==> src/rtl/wake_defs.svh <==
`ifndef WAKE_DEFS_SVH
`define WAKE_DEFS_SVH
`define MASK_GENERAL_WAKEUP_BIT_POS   4
`define MASK_WAKEUP_MASK_BIT_POS    14
`define MASK_READY_POS   1
`define MASK_BVD_LO_POS  2
`define MASK_BVD_HI_POS  3
`define MASK_WP_POS      0
`define EVT_WIDTH        16
`define EVT_RESET        16'h0000
`define PSTATE_D0        2'h0
`define PSTATE_D1        2'h1
`define PSTATE_D2        2'h2
`define PSTATE_D3        2'h3
`endif

==> src/rtl/wake_pkg.sv <==
package wake_pkg;
   typedef enum logic [1:0]
   {
      DEV_D0 = 2'b00,
      DEV_D1 = 2'b01,
      DEV_D2 = 2'b10,
      DEV_D3 = 2'b11
   } power_state_t;
   typedef struct packed
   {
      logic        valid;
      logic        type0;
      logic        write;
   } bus_cycle_t;
   typedef struct packed
   {
      logic        set_en;
      logic        clr_en;
      logic        clr_status;
   } pm_write_t;
endpackage

==> src/rtl/wake_sync.sv <==
`timescale 1ns/10ps
module wake_sync
#(
   parameter int WIDTH = 1
)
(
   input  wire logic             ref_clk,
   input  wire logic             reset_n,
   input  wire logic [WIDTH-1:0] async_in,
   output logic      [WIDTH-1:0] sync_out
);
   logic [WIDTH-1:0] stage1;
   always_ff @(posedge ref_clk)
   begin
      if (!reset_n)
      begin
         stage1   <= '0;
         sync_out <= '0;
      end
      else
      begin
         stage1   <= async_in;
         sync_out <= stage1;
      end
   end
endmodule // wake_sync

==> src/rtl/card_wake_event_logic.sv <==
// Notes on behaviour
// RL1 - In hot D3 config space readable; only wake context and PM bits kept.
// RL2 - In hot D3 only type 0 configuration cycles are answered.
// RL3 - In cold D3 no bus cycle of any kind is answered.
// RL4 - Host stops clock and holds card reset and clock low in cold D3.
// RL5 - In cold D3 wake context and wake request survive only with wake enable.
// RL6 - No interrupts in cold D3 until the function is operational again.
// RL7 - Wake context is the event register plus the event mask register.
// RL8 - Writing wake enable sets or clears mask bits 4 and 14 together.
// RL9 - Clearing the mask bits leaves wake enable untouched.
// RL10 - General wakeup bit of the event register flags the wake event.
// RL11 - With wake enable, status change events set wake status and general wakeup.
// RL12 - Clearing wake enable drops the pin and clears both mask bits.
// RL13 - Writing 1 to wake status clears general wakeup, and the reverse.
// RL14 - Ready, battery and write-protect masks may raise the pin without wake status.
// RL15 - With wake enable low, event register changes leave enable and status alone.
// RL16 - Wake enable, masks, general wakeup, pin and wake status reset to 0.
// RL17 - In D1 to D3 the pin asserts only with wake enable; D0 always.
// RL18 - The pin holds until wake status or wake enable is cleared.
// RL19 - Wake status survives card reset when auxiliary power is present.
// RL20 - The pin is the OR of masked latched events, gated by power state.
`timescale 1ns/10ps
`include "wake_defs.svh"
module card_wake_event_logic
   import wake_pkg::*;
#(
   parameter int  EVT_W       = `EVT_WIDTH,
   parameter bit  AUX_POWERED = 1'b1
)
(
   input  wire logic             ref_clk,
   input  wire logic             reset_n,
   input  wire logic             aux_reset_n,
   input  wire logic             cold_sleep,
   input  wire logic             card_clock_pin,
   input  wire power_state_t     power_state,
   input  wire pm_write_t        pm_write,
   input  wire logic             mask_write,
   input  wire logic [EVT_W-1:0] mask_wdata,
   input  wire logic             event_clear,
   input  wire logic [EVT_W-1:0] event_clear_bits,
   input  wire logic [EVT_W-1:0] event_sources,
   input  wire logic             wake_source,
   input  wire bus_cycle_t       bus_cycle,
   input  wire logic             irq_request,
   output logic                  wake_enable,
   output logic                  wake_status,
   output logic [EVT_W-1:0]      event_mask,
   output logic [EVT_W-1:0]      event_reg,
   output logic                  card_status_change,
   output logic                  bus_accept,
   output logic                  irq_out,
   output logic                  card_clock_edge
);
   // ******************************************************
   // Input synchronisers
   // ******************************************************
   logic [EVT_W-1:0] src_sync;
   logic             wake_src_sync;
   logic             clk_sync;
   logic             clk_prev;
   logic             wake_src_prev;
   wake_sync #(.WIDTH(EVT_W + 2)) u_sync
   (
      .ref_clk  (ref_clk),
      .reset_n  (aux_reset_n),
      .async_in ({event_sources, wake_source, card_clock_pin}),
      .sync_out ({src_sync, wake_src_sync, clk_sync})
   );
   // The wake path runs on the auxiliary reset, so a wake event is still caught while the
   // host holds card reset low in cold sleep.
   // Tracking the clock during reset avoids a false edge when card reset is released.
   always_ff @(posedge ref_clk)
   begin
      if (!reset_n)
      begin
         clk_prev        <= clk_sync;
         card_clock_edge <= 1'b0;
      end
      else
      begin
         clk_prev        <= clk_sync;
         card_clock_edge <= clk_sync & ~clk_prev;
      end
   end
   always_ff @(posedge ref_clk)
   begin
      if (!aux_reset_n)
         wake_src_prev <= 1'b0;
      else
         wake_src_prev <= wake_src_sync; // RL5
   end
   wire wake_event = wake_src_sync & ~wake_src_prev;
   // Wake status survives card reset only on auxiliary power; otherwise both resets clear it.
   wire status_reset = AUX_POWERED ? !aux_reset_n : (!aux_reset_n || !reset_n); // RL19
   // Wake context resets with the auxiliary reset so it is kept across cold sleep while wake enable is set.
   wire ctx_reset = !aux_reset_n;
   // ******************************************************
   // Wake enable
   // ******************************************************
   always_ff @(posedge ref_clk)
   begin
      if (ctx_reset)
         wake_enable <= 1'b0; // RL16
      else if (pm_write.clr_en)
         wake_enable <= 1'b0;
      else if (pm_write.set_en)
         wake_enable <= 1'b1;
      // Mask writes do not touch the enable bit. RL9 RL15
   end
   // ******************************************************
   // Event mask register
   // ******************************************************
   function automatic logic [EVT_W-1:0] wake_bits();
      logic [EVT_W-1:0] m;
      m = '0;
      m[`MASK_GENERAL_WAKEUP_BIT_POS] = 1'b1;
      m[`MASK_WAKEUP_MASK_BIT_POS]  = 1'b1;
      return m;
   endfunction
   logic [EVT_W-1:0] next_mask;
   always_comb
   begin
      next_mask = event_mask;
      if (mask_write)
         next_mask = mask_wdata;
      if (pm_write.clr_en)
         next_mask = next_mask & ~wake_bits(); // RL8 RL12
      else if (pm_write.set_en)
         next_mask = next_mask | wake_bits(); // RL8
   end
   always_ff @(posedge ref_clk)
   begin
      if (ctx_reset)
         event_mask <= `EVT_RESET; // RL16
      else if (!cold_sleep || wake_enable)
         event_mask <= next_mask; // RL5 RL7
      else
         event_mask <= `EVT_RESET;
   end
   // ******************************************************
   // Event register and wake status
   // ******************************************************
   logic [EVT_W-1:0] next_event;
   logic             general_wakeup_bit_cleared;
   always_comb
   begin
      next_event    = event_reg | src_sync;
      general_wakeup_bit_cleared = 1'b0;
      if (event_clear)
      begin
         next_event    = next_event & ~event_clear_bits;
         general_wakeup_bit_cleared = event_clear_bits[`MASK_GENERAL_WAKEUP_BIT_POS];
      end
      if (pm_write.clr_status)
      begin
         next_event[`MASK_GENERAL_WAKEUP_BIT_POS] = 1'b0; // RL13
         general_wakeup_bit_cleared               = 1'b1;
      end
      next_event[`MASK_GENERAL_WAKEUP_BIT_POS] = next_event[`MASK_GENERAL_WAKEUP_BIT_POS] & ~src_sync[`MASK_GENERAL_WAKEUP_BIT_POS];
      if (wake_event && wake_enable)
         next_event[`MASK_GENERAL_WAKEUP_BIT_POS] = 1'b1; // RL10 RL11
      else if (!general_wakeup_bit_cleared)
         next_event[`MASK_GENERAL_WAKEUP_BIT_POS] = event_reg[`MASK_GENERAL_WAKEUP_BIT_POS];
   end
   always_ff @(posedge ref_clk)
   begin
      if (ctx_reset)
         event_reg <= `EVT_RESET; // RL16
      else if (!cold_sleep || wake_enable)
         event_reg <= next_event; // RL5 RL7
      else
         event_reg <= `EVT_RESET;
   end
   always_ff @(posedge ref_clk)
   begin
      if (status_reset)
         wake_status <= 1'b0; // RL16
      else if (wake_event && wake_enable)
         wake_status <= 1'b1; // RL11
      else if (pm_write.clr_status || (general_wakeup_bit_cleared && wake_enable))
         wake_status <= 1'b0; // RL13 RL15
   end
   // ******************************************************
   // Card status change pin
   // ******************************************************
   wire [EVT_W-1:0] masked = event_reg & event_mask;
   wire general_wakeup_bit_path = masked[`MASK_GENERAL_WAKEUP_BIT_POS] & event_mask[`MASK_WAKEUP_MASK_BIT_POS] & wake_status;
   logic [EVT_W-1:0] other_bits;
   always_comb
   begin
      other_bits = masked;
      other_bits[`MASK_GENERAL_WAKEUP_BIT_POS] = 1'b0;
      other_bits[`MASK_WAKEUP_MASK_BIT_POS]  = 1'b0;
   end
   wire raw_change = general_wakeup_bit_path | (|other_bits); // RL14 RL18 RL20
   always_ff @(posedge ref_clk)
   begin
      if (status_reset)
         card_status_change <= 1'b0; // RL16
      else if (power_state == DEV_D0 && !cold_sleep)
         card_status_change <= raw_change; // RL17
      else
         card_status_change <= raw_change & wake_enable & ~pm_write.clr_en; // RL5 RL12 RL17
   end
   // ******************************************************
   // Bus response and interrupt gating
   // ******************************************************
   always_ff @(posedge ref_clk)
   begin
      if (!reset_n)
      begin
         bus_accept <= 1'b0;
         irq_out    <= 1'b0;
      end
      else
      begin
         if (cold_sleep)
            bus_accept <= 1'b0; // RL3
         else if (power_state == DEV_D3)
            bus_accept <= bus_cycle.valid & bus_cycle.type0; // RL1 RL2
         else
            bus_accept <= bus_cycle.valid;
         irq_out <= irq_request & ~cold_sleep & (power_state == DEV_D0); // RL6
      end
   end
   // ******************************************************
   // Checks
   // ******************************************************
   a_cold_no_bus: assert property (@(posedge ref_clk) disable iff (!reset_n)
      cold_sleep |=> !bus_accept) else $error("bus answered in cold sleep"); // RL3
   a_hot_type0_only: assert property (@(posedge ref_clk) disable iff (!reset_n)
      (!cold_sleep && power_state == DEV_D3 && !bus_cycle.type0) |=> !bus_accept)
      else $error("non type 0 cycle answered in D3"); // RL2
   a_cold_no_irq: assert property (@(posedge ref_clk) disable iff (!reset_n)
      cold_sleep |=> !irq_out) else $error("interrupt in cold sleep"); // RL6
   a_en_sets_mask: assert property (@(posedge ref_clk) disable iff (!aux_reset_n)
      (pm_write.set_en && !pm_write.clr_en && (!cold_sleep || wake_enable)) |=>
      event_mask[`MASK_GENERAL_WAKEUP_BIT_POS] && event_mask[`MASK_WAKEUP_MASK_BIT_POS])
      else $error("mask bits not set by enable"); // RL8
   a_en_clr_pin: assert property (@(posedge ref_clk) disable iff (!aux_reset_n)
      (pm_write.clr_en && power_state != DEV_D0) |=> !card_status_change)
      else $error("pin held after enable cleared"); // RL12
   a_mask_keeps_en: assert property (@(posedge ref_clk) disable iff (!aux_reset_n)
      (mask_write && !pm_write.set_en && !pm_write.clr_en) |=> $stable(wake_enable))
      else $error("mask write changed enable"); // RL9
   a_event_sets_st: assert property (@(posedge ref_clk) disable iff (status_reset)
      (wake_event && wake_enable) |=> wake_status)
      else $error("event not latched in status"); // RL11
   a_st_needs_en: assert property (@(posedge ref_clk) disable iff (status_reset)
      (!wake_enable && !$past(wake_enable) && !pm_write.clr_status) |=> $stable(wake_status))
      else $error("status changed with enable low"); // RL15
   a_sleep_gate: assert property (@(posedge ref_clk) disable iff (status_reset)
      (power_state != DEV_D0 && !wake_enable) |=> !card_status_change)
      else $error("pin asserted in sleep without enable"); // RL17
endmodule // card_wake_event_logic

==> config.mk <==
export PLATFORM = sky130hd
export DESIGN_NAME = card_wake_event_logic
export DESIGN_NICKNAME = d
export VERILOG_FILES = /design/src/rtl/wake_pkg.sv /design/src/rtl/wake_sync.sv /design/src/rtl/card_wake_event_logic.sv
export VERILOG_INCLUDE_DIRS = /design/src /design/src/rtl
export SDC_FILE = /design/constraint.sdc
export NUM_CORES = 1
export LEC_CHECK = 0
export ABC_CLOCK_PERIOD_IN_PS = 850
export BUFFER_PORTS_ARGS = -buffer_cell sky130_fd_sc_hd__buf_2
export CAP_MARGIN = 15
export CORE_ASPECT_RATIO = 0.9
export CORE_MARGIN = 2
export CORE_UTILIZATION = 42
export DETAILED_ROUTE_END_ITERATION = 12
export GPL_TIMING_DRIVEN = 0
export HOLD_SLACK_MARGIN = 0.03
export PLACE_DENSITY = 0.74
export RECOVER_POWER = 50
export SETUP_SLACK_MARGIN = 0.3
export SYNTH_ARGS = -nofsm -noshare
export SYNTH_HDL_FRONTEND = slang
export SYNTH_SLANG_ARGS = --single-unit
==> constraint.sdc <==
create_clock -name ref_clk -period 0.85 [get_ports ref_clk]
set_input_delay 0.17 -clock ref_clk [delete_from_list [all_inputs] [get_ports ref_clk]]
set_output_delay 0.17 -clock ref_clk [all_outputs]
set_load 0.02 [all_outputs]
# Yosys cells after proc, flatten, opt, wreduce, memory -nomap -nowiden
# Cells that the tools add are included.
dict set report op_classes {
  eq_ne 1
  n_reduce_logical 15
  mux 13
  n_bitwise 23
}
# cell n
set ops {}
lappend ops {{16-bit AND} 2}
lappend ops {{16-bit two-way mux} 2}
lappend ops {{16-bit NOT} 1}
lappend ops {{16-bit bitwise OR} 1}
lappend ops {{15-bit two-way mux} 1}
lappend ops {{14-bit two-way mux} 1}
lappend ops {{14-bit OR reduction} 1}
lappend ops {{1-bit AND} 10}
lappend ops {{1-bit two-way mux} 9}
lappend ops {{1-bit NOT} 8}
lappend ops {{2-bit nonzero test} 3}
lappend ops {{2-bit OR reduction} 2}
lappend ops {{1-bit logical AND} 3}
lappend ops {{3-bit OR reduction} 1}
lappend ops {{2-bit == test, second input constant} 1}
lappend ops {{2-bit logical NOT} 1}
lappend ops {{1-bit logical OR} 2}
lappend ops {{2-bit AND reduction} 1}
lappend ops {{1-bit logical NOT} 1}
lappend ops {{1-bit bitwise OR} 1}
dict set report totals {
  register_bits 76
  word_cells 66
  out_inout_bits 38
}

# Logic depth before layout (Yosys ltp)
# Gate-level depths: netlist (run 1).
dict set report logic_depth {
  depth_word 7
  depth_mapped 4
  mapped_depth_nobuf 3
}

# Modules after synthesis
# A second synthesis (run 1) with hierarchy kept.
dict set report unflattened {
  hier_cells 219
  area_unflattened_um2 2547.4
}
# module area_each_um2 instances cells_each seq_area_each_um2
set modules_own_cells {}
lappend modules_own_cells {card_wake_event_logic 1541.5 1 144 800.8}
lappend modules_own_cells {wake_sync 1006.0 1 75 720.7}

# Least setup slack after synthesis (run 1)
# No wires, ideal clock.
dict set report synth_path {
  kind {register to register}
  from {register wake_enable}
  to {register event_reg[10]}
  path_stages_with_launch 5
  setup_time_ns 0.079
  t_arrival_ns 1.034
  slack_ns -0.264
  t_required_ns 0.771
  path_cell_list {dfxtp_1 > nand2b_2 > nand2_2 > buf_6 > a211oi_2}
}
dict set report synth_between {
  elab_chain_len 2
}
# item line
set synth_rtl {}
lappend synth_rtl {{from (decl)} card_wake_event_logic.sv:46} ;# output logic wake_enable,
lappend synth_rtl {{from (signal assigned)} card_wake_event_logic.sv:104} ;# wake_enable <= 1'b0;
lappend synth_rtl {{from (signal assigned)} card_wake_event_logic.sv:106} ;# wake_enable <= 1'b0;
lappend synth_rtl {{from (signal assigned)} card_wake_event_logic.sv:108} ;# wake_enable <= 1'b1;
lappend synth_rtl {{1-bit logical OR} card_wake_event_logic.sv:170} ;# else if (!cold_sleep || wake_enable)
lappend synth_rtl {{2-bit AND reduction (no source line)} -}
lappend synth_rtl {{to (signal assigned)} card_wake_event_logic.sv:169} ;# event_reg <= `EVT_RESET;
lappend synth_rtl {{to (signal assigned)} card_wake_event_logic.sv:171} ;# event_reg <= next_event;
lappend synth_rtl {{to (signal assigned)} card_wake_event_logic.sv:173} ;# event_reg <= `EVT_RESET;
lappend synth_rtl {{to (decl)} card_wake_event_logic.sv:49} ;# output logic [EVT_W-1:0] event_reg,
# No other way between the ends.
# A chain may end at the register's enable or synchronous reset.

# Final worst setup path (run 1)
dict set report layout_path {
  from {register event_mask[9]}
  to {register card_status_change}
}
dict set report layout_between {
  elab_chain_len 6
}
# item line
set layout_rtl {}
lappend layout_rtl {{from (decl)} card_wake_event_logic.sv:48} ;# output logic [EVT_W-1:0] event_mask,
lappend layout_rtl {{from (signal assigned)} card_wake_event_logic.sv:135} ;# event_mask <= `EVT_RESET;
lappend layout_rtl {{from (signal assigned)} card_wake_event_logic.sv:137} ;# event_mask <= next_mask;
lappend layout_rtl {{from (signal assigned)} card_wake_event_logic.sv:139} ;# event_mask <= `EVT_RESET;
lappend layout_rtl {{16-bit AND (*)} card_wake_event_logic.sv:187} ;# wire [EVT_W-1:0] masked = event_reg & event_mask;
lappend layout_rtl {{14-bit OR reduction (*)} card_wake_event_logic.sv:196} ;# wire raw_change = general_wakeup_bit_path | (|other_bits);
lappend layout_rtl {{1-bit bitwise OR (*)} card_wake_event_logic.sv:196}
lappend layout_rtl {{1-bit AND (2 in series)} card_wake_event_logic.sv:204} ;# card_status_change <= raw_change & wake_enable & ~pm_write.clr_en;
lappend layout_rtl {{1-bit two-way mux (*)} card_wake_event_logic.sv:201} ;# else if (power_state == DEV_D0 && !cold_sleep)
lappend layout_rtl {{to (signal assigned)} card_wake_event_logic.sv:202} ;# card_status_change <= raw_change;
lappend layout_rtl {{to (signal assigned)} card_wake_event_logic.sv:204}
lappend layout_rtl {{to (decl)} card_wake_event_logic.sv:50} ;# output logic card_status_change,
# Every way passes the cells marked *; elsewhere a longest branch is shown, timed or not.

==> impl_metrics.json, run 1 <==
{
  "clock-sinks": 74,
  "stdcell_count": 421,
  "synth_fp_nets": 281,
  "chipHeight_um": 76.5,
  "pwr-share-comb_pct": 11.9,
  "finalWirelength_um": 5850,
  "rsz0062_at_grt": "yes",
  "clock_tree.buffer_depth": 2,
  "power.density_cell_area_mw_per_mm2": 1800,
  "avgRoutedWirePerCell_um": 13.9,
  "via_per_inst": 4.68,
  "synthMostInstantiatedCell": "sky130_fd_sc_hd__dfxtp_1",
  "routabilityCongestion": 0.800,
  "numPlacedInstances": 384,
  "biggestRegsByFlops": "u_sync.stage1 (17), u_sync.sync_out (17)",
  "layout.nets": 411,
  "yosys_warnings": 0,
  "critPathCaptureType": "register",
  "post_route_cells_drive_above_1_share_pct": 63.2,
  "initial_utilization_pct": 43.3,
  "timing.hold.ws_ps": -7.22,
  "post_synth_most_frequent_cells": "sky130_fd_sc_hd__dfxtp_1 (74), sky130_fd_sc_hd__and2_1 (35), sky130_fd_sc_hd__nor2_1 (34), sky130_fd_sc_hd__a211oi_2 (15), sky130_fd_sc_hd__mux2i_1 (14)",
  "die-width_um": 84.5,
  "outcome": "finished, violations left",
  "area_delta_synth_final_pct": 58.4,
  "cp_data_arrival_time_ps": 1250,
  "required_ps": 1060,
  "biggest_area_contributors_in_the_synthesized_netlist": "sky130_fd_sc_hd__dfxtp_1 (60%), sky130_fd_sc_hd__and2_1 (8.9%), sky130_fd_sc_hd__a211oi_2 (7.7%), sky130_fd_sc_hd__mux2i_1 (5.7%), sky130_fd_sc_hd__nor2_1 (5.2%)",
  "cts_tree": "built",
  "htreeDepth": 3,
  "total_power_mw": 6.98,
  "grt_antenna_before_repair": 0,
  "dp.final_hpwl_um": 3930,
  "cap_violations": 0,
  "antenna_left": 0,
  "crit_fanout": 3,
  "grt_use_total_pct": 18.2,
  "tightestPinTransition_ps": 287,
  "final_period_minus_worst_setup_slack_ps": 1040,
  "report.final.setup_viol": 72,
  "fillers": 420,
  "p_int_mw": 5.16,
  "vdd_drop_max_uv": 1200,
  "final-max-slew-violation-count": 0,
  "clkTransAtPathRegs_ps": 90,
  "synthFlopType": "sky130_fd_sc_hd__dfxtp_1",
  "p_clk_share_pct": 35.6,
  "violations": "hold timing, setup timing",
  "fin_area_mm2": 0.00388,
  "mapped_cells": 216,
  "p_sw_share_pct": 26.0,
  "synth.ff_latch_count": 74,
  "core.rowCount": 26,
  "post_synth_cell_types": 29,
  "n_antenna_cell": 0,
  "syn_avg_cell_area_um2": 11.3,
  "synth_async_sr_flop_share_pct": 0,
  "via_count_of_the_first_global_routing_pass": 1914,
  "timing_worst_setup_path_type": "register to register",
  "hold_violations": 4,
  "timing.final.ws_setup_ps": -187,
  "hold_path.class": "input pin to register",
  "cts_buffers": 9,
  "max_freq_mhz": 964,
  "design.core.area_mm2": 0.00566,
  "finalClockSkew_ps": 12.9,
  "insertion_delay_ps": 340,
  "startpoint_type": "register",
  "synth-edff-count": 0,
  "finalSetupTns_ps": -9290,
  "synth_seq_area_share_pct": 60.4,
  "grt-ovfl-total": 0,
  "p_leak_nw": 1.69,
  "power.share.sequential_pct": 52.5,
  "io-pin-count": 103,
  "power.net_switching_mw": 1.82,
  "max_slew_margin_pct": 80.3,
  "vias": 1970,
  "ctsRootBufferMaster": "sky130_fd_sc_hd__clkbuf_8",
  "pin_count_of_the_biggest_net_entering_global_routing": 16,
  "grt_first_pass_wirelength_um": 9200,
  "detail_route.drc_violations": 0,
  "die_area_mm2": 0.00646,
  "synthDominantCellAreaShare_pct": 60.4,
  "dr.first_iter.drc_count": 53,
  "dr.pass1.iters": 4,
  "io_buffers": 98,
  "synth.cell_area_mm2": 0.00245,
  "place_area_mm2": 0.00315,
  "synth_top_area_cell": "sky130_fd_sc_hd__dfxtp_1",
  "post-route-period-util_pct": 122
}
==> power by group through the flow <==
stage          registers, mW  clock network (mW)  logic [mW]
2_1_floorplan           3.80                   0       0.289
3_3_place_gp            3.74                   0       0.603
3_5_place_dp            3.74                   0       0.612
4_1_cts                 3.66                2.56       0.781
5_1_grt                 3.68                2.70       0.896
6_report                3.66                2.48       0.831
==> cell usage in the layout (no fill, tap or decap), types with 2 or more instances in the layout <==
| cell | n |
|---|---|
| sky130_fd_sc_hd__buf_2 | 61 |
| sky130_fd_sc_hd__buf_6 | 42 |
| sky130_fd_sc_hd__dfxtp_2 | 34 |
| sky130_fd_sc_hd__dfxtp_1 | 34 |
| sky130_fd_sc_hd__and2_1 | 27 |
| sky130_fd_sc_hd__nor2_1 | 21 |
| sky130_fd_sc_hd__a211oi_2 | 17 |
| sky130_fd_sc_hd__buf_4 | 16 |
| sky130_fd_sc_hd__mux2i_1 | 14 |
| sky130_fd_sc_hd__nor2_2 | 11 |
| sky130_fd_sc_hd__clkbuf_8 | 9 |
| sky130_fd_sc_hd__dfxtp_4 | 6 |
| sky130_fd_sc_hd__and2_0 | 5 |
| sky130_fd_sc_hd__nand3b_1 | 4 |
| sky130_fd_sc_hd__nor2b_1 | 4 |
| sky130_fd_sc_hd__clkbuf_1 | 4 |
| sky130_fd_sc_hd__buf_8 | 3 |
| sky130_fd_sc_hd__nand2_1 | 3 |
| sky130_fd_sc_hd__and2_4 | 3 |
| sky130_fd_sc_hd__a22oi_1 | 3 |
| sky130_fd_sc_hd__nor2_4 | 2 |
| sky130_fd_sc_hd__a22o_1 | 2 |
| sky130_fd_sc_hd__a221oi_2 | 2 |
| sky130_fd_sc_hd__clkinv_4 | 2 |
| sky130_fd_sc_hd__inv_6 | 2 |
| sky130_fd_sc_hd__buf_16 | 2 |
==> logic make-up (layout without fill, tap and decap cells) <==
group / after synthesis / after routing / synth area share, %
AO/OA/AOI/OAI: 29 / 29 / 12.0
buffers and inverters: 11 / 146 / 2.81
flip-flops: 74 / 74 / 60.4
multiplexers: 14 / 14 / 5.72
AND/OR/NAND/NOR: 88 / 88 / 19.0
==> metal layers <==
| metal | share of wire [%] | wire, um | up-vias | global-route usage [%] |
|---|---|---|---|---|
| met5 | 0 | 0 | - | 0 |
| met4 | 2.4 | 140 | 0 | 9.68 |
| met3 | 5.4 | 314 | 12 | 4.66 |
| met2 | 49 | 2840 | 68 | 28.8 |
| met1 | 44 | 2550 | 892 | 22.8 |
| li1 | - | - | 998 | - |
==> worst max-delay path: stages (launching register included) <==
cell                       delay, ps
sky130_fd_sc_hd__dfxtp_2         340
sky130_fd_sc_hd__a22o_1          230
sky130_fd_sc_hd__a221oi_2        220
sky130_fd_sc_hd__a31oi_1         120
==> cell type report <==
cell class                 count  area, um2  share of cell area, %
clock inverter                 7       60.1                   1.55
timing repair buffer         119        950                   24.5
tap                           70       87.6                   2.26
sequential                    74       1550                   39.8
multi-input combinational    131       1010                   25.9
buffer                        11        109                   2.80
clock buffer                   9        124                   3.19
==> worst paths after layout <==
kind | cells after the start | start | endpoint | slack [ps]
max | 3 | event_mask[9] | card_status_change | -190
min | 2 | event_clear_bits[5] | event_reg[5] | -7
max reg2reg | 3 | event_mask[9] | card_status_change | -190
min reg2reg | 0 | u_sync.sync_out[0] | clk_prev | 350
==> timing repair <==
action | CTS | global route
endpoints found under the setup margin | 76 | 97
gates resized for setup | 87 | 28
cloned | 2 | 1
pin swaps | 3 | 7
setup buffers | 17 | 1
hold endpoints to repair | 27 | 21
==> through the flow <==
step / hold WS [ps] / utilization (%) / worst slack [ps]
4_1_cts: -21.0 / 67.0 / -185
6_report: -7.22 / 68.6 / -187
2_1_floorplan: 236 / - / -101
3_5_place_dp: 343 / 55.7 / -152
5_1_grt: -23.4 / 68.6 / -219
3_3_place_gp: 341 / 55.7 / -141
No activity file was read; power rests on OpenSTA's default activity.
==> run 2, diff against run 1 <==
- CORE_MARGIN: 2 -> unset
- SETUP_SLACK_MARGIN: 0.3 -> 0.15
==> run 2 against run 1 <==
  * The run still ends with hold timing, setup timing left
  * Count of clock-buffer cells in the layout unchanged
  * Critical endpoint unchanged
  * Combinational power rose by 2%
  * Highest routed layer unchanged
  * Fmax up 0.88%
  * Utilization increased by 1.3 points
  * Clock power is essentially flat
  * Flip-flop and latch count did not move
  * Sequential power hardly changed
  * Setup slack better by 9.0 ps
  * Power grew 0.12%
  * Final area is 1.9% higher
  * First-iteration DRC count fell by 30%
==> impl_metrics.json, run 2 (synthesis gave the netlist of run 1 again) <==
{
  "outcome": "finished, violations left",
  "violations": "hold timing, setup timing",
  "layout.nets": 418,
  "ctsRootBufferMaster": "sky130_fd_sc_hd__clkbuf_8",
  "postLayoutCoreUtil_pct": 69.9,
  "max_slew_margin_pct": 80.5,
  "final_period_minus_worst_setup_slack_ps": 1030,
  "io-pin-count": 103,
  "dr.first_iter.drc_count": 37,
  "io_buffers": 98,
  "avgRoutedWirePerCell_um": 13.7,
  "timing_worst_setup_path_type": "register to register",
  "p_leak_nw": 1.74,
  "cap_violations": 0,
  "timing.hold.ws_ps": -6.93,
  "grt_antenna_before_repair": 0,
  "final-max-slew-violation-count": 0,
  "tightestPinTransition_ps": 285,
  "critPathCaptureType": "register",
  "cts_tree": "built",
  "power.density_cell_area_mw_per_mm2": 1770,
  "antenna_left": 0,
  "startpoint_type": "register",
  "vias": 1965,
  "vdd_drop_max_uv": 922,
  "finalWirelength_um": 5860,
  "insertion_delay_ps": 340,
  "hold_violations": 9,
  "die-width_um": 82.5,
  "clkTransAtPathRegs_ps": 80,
  "routabilityCongestion": 0.741,
  "total_power_mw": 6.99,
  "finalClockSkew_ps": 7.55,
  "grt_first_pass_wirelength_um": 8130,
  "commonest_cells_after_routing_fill_and_taps_aside": "sky130_fd_sc_hd__buf_2 (63), sky130_fd_sc_hd__buf_6 (40), sky130_fd_sc_hd__dfxtp_1 (36)",
  "dr.pass1.iters": 5,
  "chipHeight_um": 74.5,
  "initial_utilization_pct": 43.3,
  "cp_data_arrival_time_ps": 1250,
  "grt_use_total_pct": 18.8,
  "stdcell_count": 428,
  "detail_route.drc_violations": 0,
  "rsz0062_at_grt": "yes",
  "required_ps": 1070,
  "dp.final_hpwl_um": 3870,
  "numPlacedInstances": 384,
  "place_area_mm2": 0.00311,
  "clock-sinks": 74,
  "biggestRegsByFlops": "u_sync.stage1 (17), u_sync.sync_out (17)",
  "htreeDepth": 3,
  "n_antenna_cell": 0,
  "via_count_of_the_first_global_routing_pass": 1769,
  "post-route-period-util_pct": 121,
  "timing.reg2reg.worst_path_depth": 3,
  "pin_count_of_the_biggest_net_entering_global_routing": 16,
  "count_of_cells_along_the_worst_hold_path": 2,
  "core.rowCount": 26,
  "timing.final.ws_setup_ps": -178,
  "cts_buffers": 9,
  "area_delta_synth_final_pct": 61.5,
  "die_area_mm2": 0.00615,
  "post_route_cells_drive_above_1_share_pct": 60.3,
  "mostFrequentLayoutCell": "sky130_fd_sc_hd__buf_2",
  "clock_tree.buffer_depth": 2,
  "grt-ovfl-total": 0,
  "fin_area_mm2": 0.00396,
  "via_per_inst": 4.59,
  "report.final.setup_viol": 71,
  "crit_fanout": 3,
  "max_freq_mhz": 973,
  "hold_path.class": "input pin to register",
  "design.core.area_mm2": 0.00566
}
run 2: where the power goes:
part | switching [mW] | internal (mW) | total (mW) | leakage [nW]
logic | 0.383 | 0.462 | 0.845 | 1.02
clock network | 1.38 | 1.11 | 2.48 | 0.0884
registers | 0.0697 | 3.59 | 3.66 | 0.626
total | 1.83 | 5.16 | 6.99 | 1.74
run 2: stage by stage:
| stage | setup WS (ps) | TNS [ps] |
|---|---|---|
| 2_1_floorplan | -101 | -1310 |
| 3_3_place_gp | -138 | -2100 |
| 3_5_place_dp | -148 | -2190 |
| 4_1_cts | -175 | -9180 |
| 5_1_grt | -218 | -11490 |
| 6_report | -178 | -9100 |
run 2: area by class of cell:
cell class | count | area (um2)
Sequential cell | 74 | 1550
Clock inverter | 7 | 61.3
Multi-Input combinational cell | 131 | 1030
Clock buffer | 9 | 124
Fill cell | 411 | 1700
Tap cell | 70 | 87.6
Buffer | 11 | 103
Timing Repair Buffer | 126 | 1010
run 2: path summary, 6_finish.rpt:
path,from,end,slack [ps]
worst max register to register,event_mask[9],card_status_change,-180
worst min register to register,u_sync.sync_out[0],clk_prev,360
worst min-delay path,event_clear_bits[13],event_reg[13],-7
worst max-delay path,event_mask[9],card_status_change,-180
run 2: timing repair:
| item | CTS | global route |
|---|---|---|
| hold endpoints to repair | 32 | 20 |
| endpoints found under the setup margin | 72 | 77 |
| buffers inserted | 17 | 1 |
| gates resized for setup | 109 | 28 |
| hold buffers | 8 | 2 |
| pin swaps | 2 | 2 |
| cloned | 2 | 0 |
run 2: layer usage:
metal / vias up / GRT usage (%) / routed length, um
li1: 1014 / - / -
met1: 862 / 22.4 / 2540
met2: 69 / 30.5 / 2840
met3: 20 / 4.42 / 244
met4: 0 / 11.9 / 226
met5: - / 0 / 0
run 2: critical path: stages, from the launching register on:
cell and delay (ps):
sky130_fd_sc_hd__dfxtp_2 340, sky130_fd_sc_hd__a22o_1 230, sky130_fd_sc_hd__a221oi_2 220, sky130_fd_sc_hd__a31oi_1 110
==> run 3, diff against run 2 <==
- ABC_CLOCK_PERIOD_IN_PS: 850 -> 1000
- CORE_UTILIZATION: 42 -> 46
- PLACE_DENSITY: 0.74 -> 0.77
- clock period: 0.85 -> 1 ns (I/O delays scaled with it)
==> run 3 against run 2 <==
  * The flow finishes with violations (setup timing)
  * Sequential power is 15% lower
  * Final cell count up 2.8%
  * Flip-flop and latch count unchanged
  * Register-to-register slack better by 90 ps
  * Critical path type unchanged
  * Largest power group unchanged
  * Highest routed layer unchanged
==> impl_metrics.json, run 3 (synthesis gave the netlist of run 1 again) <==
{
  "routabilityCongestion": 0.754,
  "cts_tree": "built",
  "stdcell_count": 440,
  "final-seq-area_mm2": 0.00154,
  "die_area_mm2": 0.00562,
  "grt_use_total_pct": 27.1,
  "fillers": 255,
  "insertion_delay_ps": 360,
  "clock-sinks": 74,
  "n_antenna_cell": 0,
  "detail_route.drc_violations": 0,
  "via_count_of_the_first_global_routing_pass": 2219,
  "die-width_um": 78.9,
  "dp.final_hpwl_um": 3890,
  "critPathCaptureType": "register",
  "core.rowCount": 24,
  "pin_count_of_the_biggest_net_entering_global_routing": 16,
  "io_buffers": 98,
  "ctsRootBufferMaster": "sky130_fd_sc_hd__clkbuf_8",
  "clock_tree.buffer_depth": 2,
  "clkTransAtPathRegs_ps": 80,
  "fin_area_mm2": 0.00414,
  "p_leak_nw": 1.81,
  "post_route_cells_drive_above_1_share_pct": 60.3,
  "place_area_mm2": 0.00310,
  "grt_antenna_before_repair": 0,
  "rsz0062_at_grt": "yes",
  "post-route-period-util_pct": 109,
  "mostFrequentLayoutCell": "sky130_fd_sc_hd__buf_2",
  "avgRoutedWirePerCell_um": 17.6,
  "via_per_inst": 5.04,
  "dr.pass1.iters": 4,
  "finalClockSkew_ps": 11.0,
  "final-max-slew-violation-count": 0,
  "biggestRegsByFlops": "u_sync.stage1 (17), u_sync.sync_out (17)",
  "cp_data_arrival_time_ps": 1360,
  "dr.first_iter.drc_count": 130,
  "finalSetupTns_ps": -1750,
  "grt_first_pass_wirelength_um": 11100,
  "startpoint_type": "register",
  "max_slew_margin_pct": 79.8,
  "report.final.setup_viol": 54,
  "io-pin-count": 103,
  "timing.reg2reg.worst_path_depth": 4,
  "initial_utilization_pct": 49.2,
  "timing_worst_setup_path_type": "register to register",
  "timing.final.ws_setup_ps": -87.6,
  "violations": "setup timing",
  "multiInputGateArea_mm2": 0.00103,
  "cap_violations": 0,
  "hold_path.class": "input pin to register",
  "outcome": "finished, violations left",
  "crit_fanout": 3,
  "area_delta_synth_final_pct": 69.1,
  "count_of_cells_along_the_worst_hold_path": 2,
  "required_ps": 1270,
  "vias": 2219,
  "vdd_drop_max_uv": 1420,
  "chipHeight_um": 71.3,
  "max_freq_mhz": 919,
  "tightestPinTransition_ps": 294,
  "finalWirelength_um": 7750,
  "power.density_cell_area_mw_per_mm2": 1530,
  "cts_buffers": 9,
  "htreeDepth": 3,
  "numPlacedInstances": 379,
  "hold_violations": 0,
  "final_period_minus_worst_setup_slack_ps": 1090,
  "antenna_left": 0,
  "layout.nets": 435,
  "design.core.area_mm2": 0.00498,
  "postLayoutCoreUtil_pct": 83.1,
  "commonest_cells_after_routing_fill_and_taps_aside": "sky130_fd_sc_hd__buf_2 (62), sky130_fd_sc_hd__buf_6 (40), sky130_fd_sc_hd__dfxtp_1 (36)",
  "grt-ovfl-total": 0
}
run 3: cell types whose count changed in the layout (fill, tap and decap cells not counted), moves of 2 or more:
cell                             previous run  this run
sky130_fd_sc_hd__dlygate4sd3_1              5        17
sky130_fd_sc_hd__and2_0                     0         6
sky130_fd_sc_hd__and2_1                    35        29
sky130_fd_sc_hd__buf_4                     17        23
sky130_fd_sc_hd__nor2_2                     4        10
sky130_fd_sc_hd__nor2_4                     8         4
sky130_fd_sc_hd__dlymetal6s4s_1             3         0
sky130_fd_sc_hd__clkinvlp_4                 2         0
sky130_fd_sc_hd__nor2_1                    22        20
run 3: layout make-up:
type | instances | area share (%)
sequential | 74 | 37.3
timing repair buffer | 143 | 28.6
multi-input combinational | 131 | 24.8
clock buffer | 9 | 2.99
buffer | 11 | 2.39
clock inverter | 7 | 2.05
tap | 65 | 1.96
run 3: repair_timing:
action                                  in CTS  in global routing
buffers inserted                            21                  4
hold buffers                                17                  0
endpoints found under the setup margin      70                 73
gates cloned                                 2                  1
gates resized for setup                    122                 17
endpoints found under the hold margin       17                  0
pin swaps                                    4                  2
run 3: worst paths after layout:
check / slack (ps) / startpoint / endpoint
min reg2reg: 360 / u_sync.sync_out[0] / clk_prev
max: -90 / wake_enable / event_mask[14]
max reg2reg: -90 / wake_enable / event_mask[14]
min: 50 / event_sources[1] / u_sync.stage1[3]
run 3: power by group:
part | switching (mW) | internal [mW] | total (mW) | leakage (nW)
clock | 1.19 | 1.20 | 2.39 | 0.106
sequential | 0.0615 | 3.05 | 3.11 | 0.626
combinational | 0.381 | 0.444 | 0.825 | 1.08
total | 1.64 | 4.70 | 6.33 | 1.81
run 3: metrics by stage:
| step | hold WS [ps] | worst slack (ps) | total power [mW] |
|---|---|---|---|
| after floorplan | 266 | 49.2 | 3.46 |
| after global placement | 346 | 2.76 | 3.68 |
| after detailed placement | 349 | -1.49 | 3.69 |
| after CTS | 33.3 | -60.9 | 6.28 |
| after global routing | 34.9 | -121 | 6.57 |
| final | 49.4 | -87.6 | 6.33 |
run 3: worst max-delay path, cell delays in order (launching register included):
cell and delay, ps:
sky130_fd_sc_hd__dfxtp_4 360, sky130_fd_sc_hd__nand2b_4 150, sky130_fd_sc_hd__buf_4 120, sky130_fd_sc_hd__nand3b_1 180
sky130_fd_sc_hd__nor2_2 190
run 3: routing by layer:
metal	vias to the layer above	GRT usage, %	wire length (um)
met5	-	0	0
met4	0	13.5	343
met3	32	7.26	406
met2	113	47.1	3960
met1	1035	30.9	3040
li1	1039	-	-
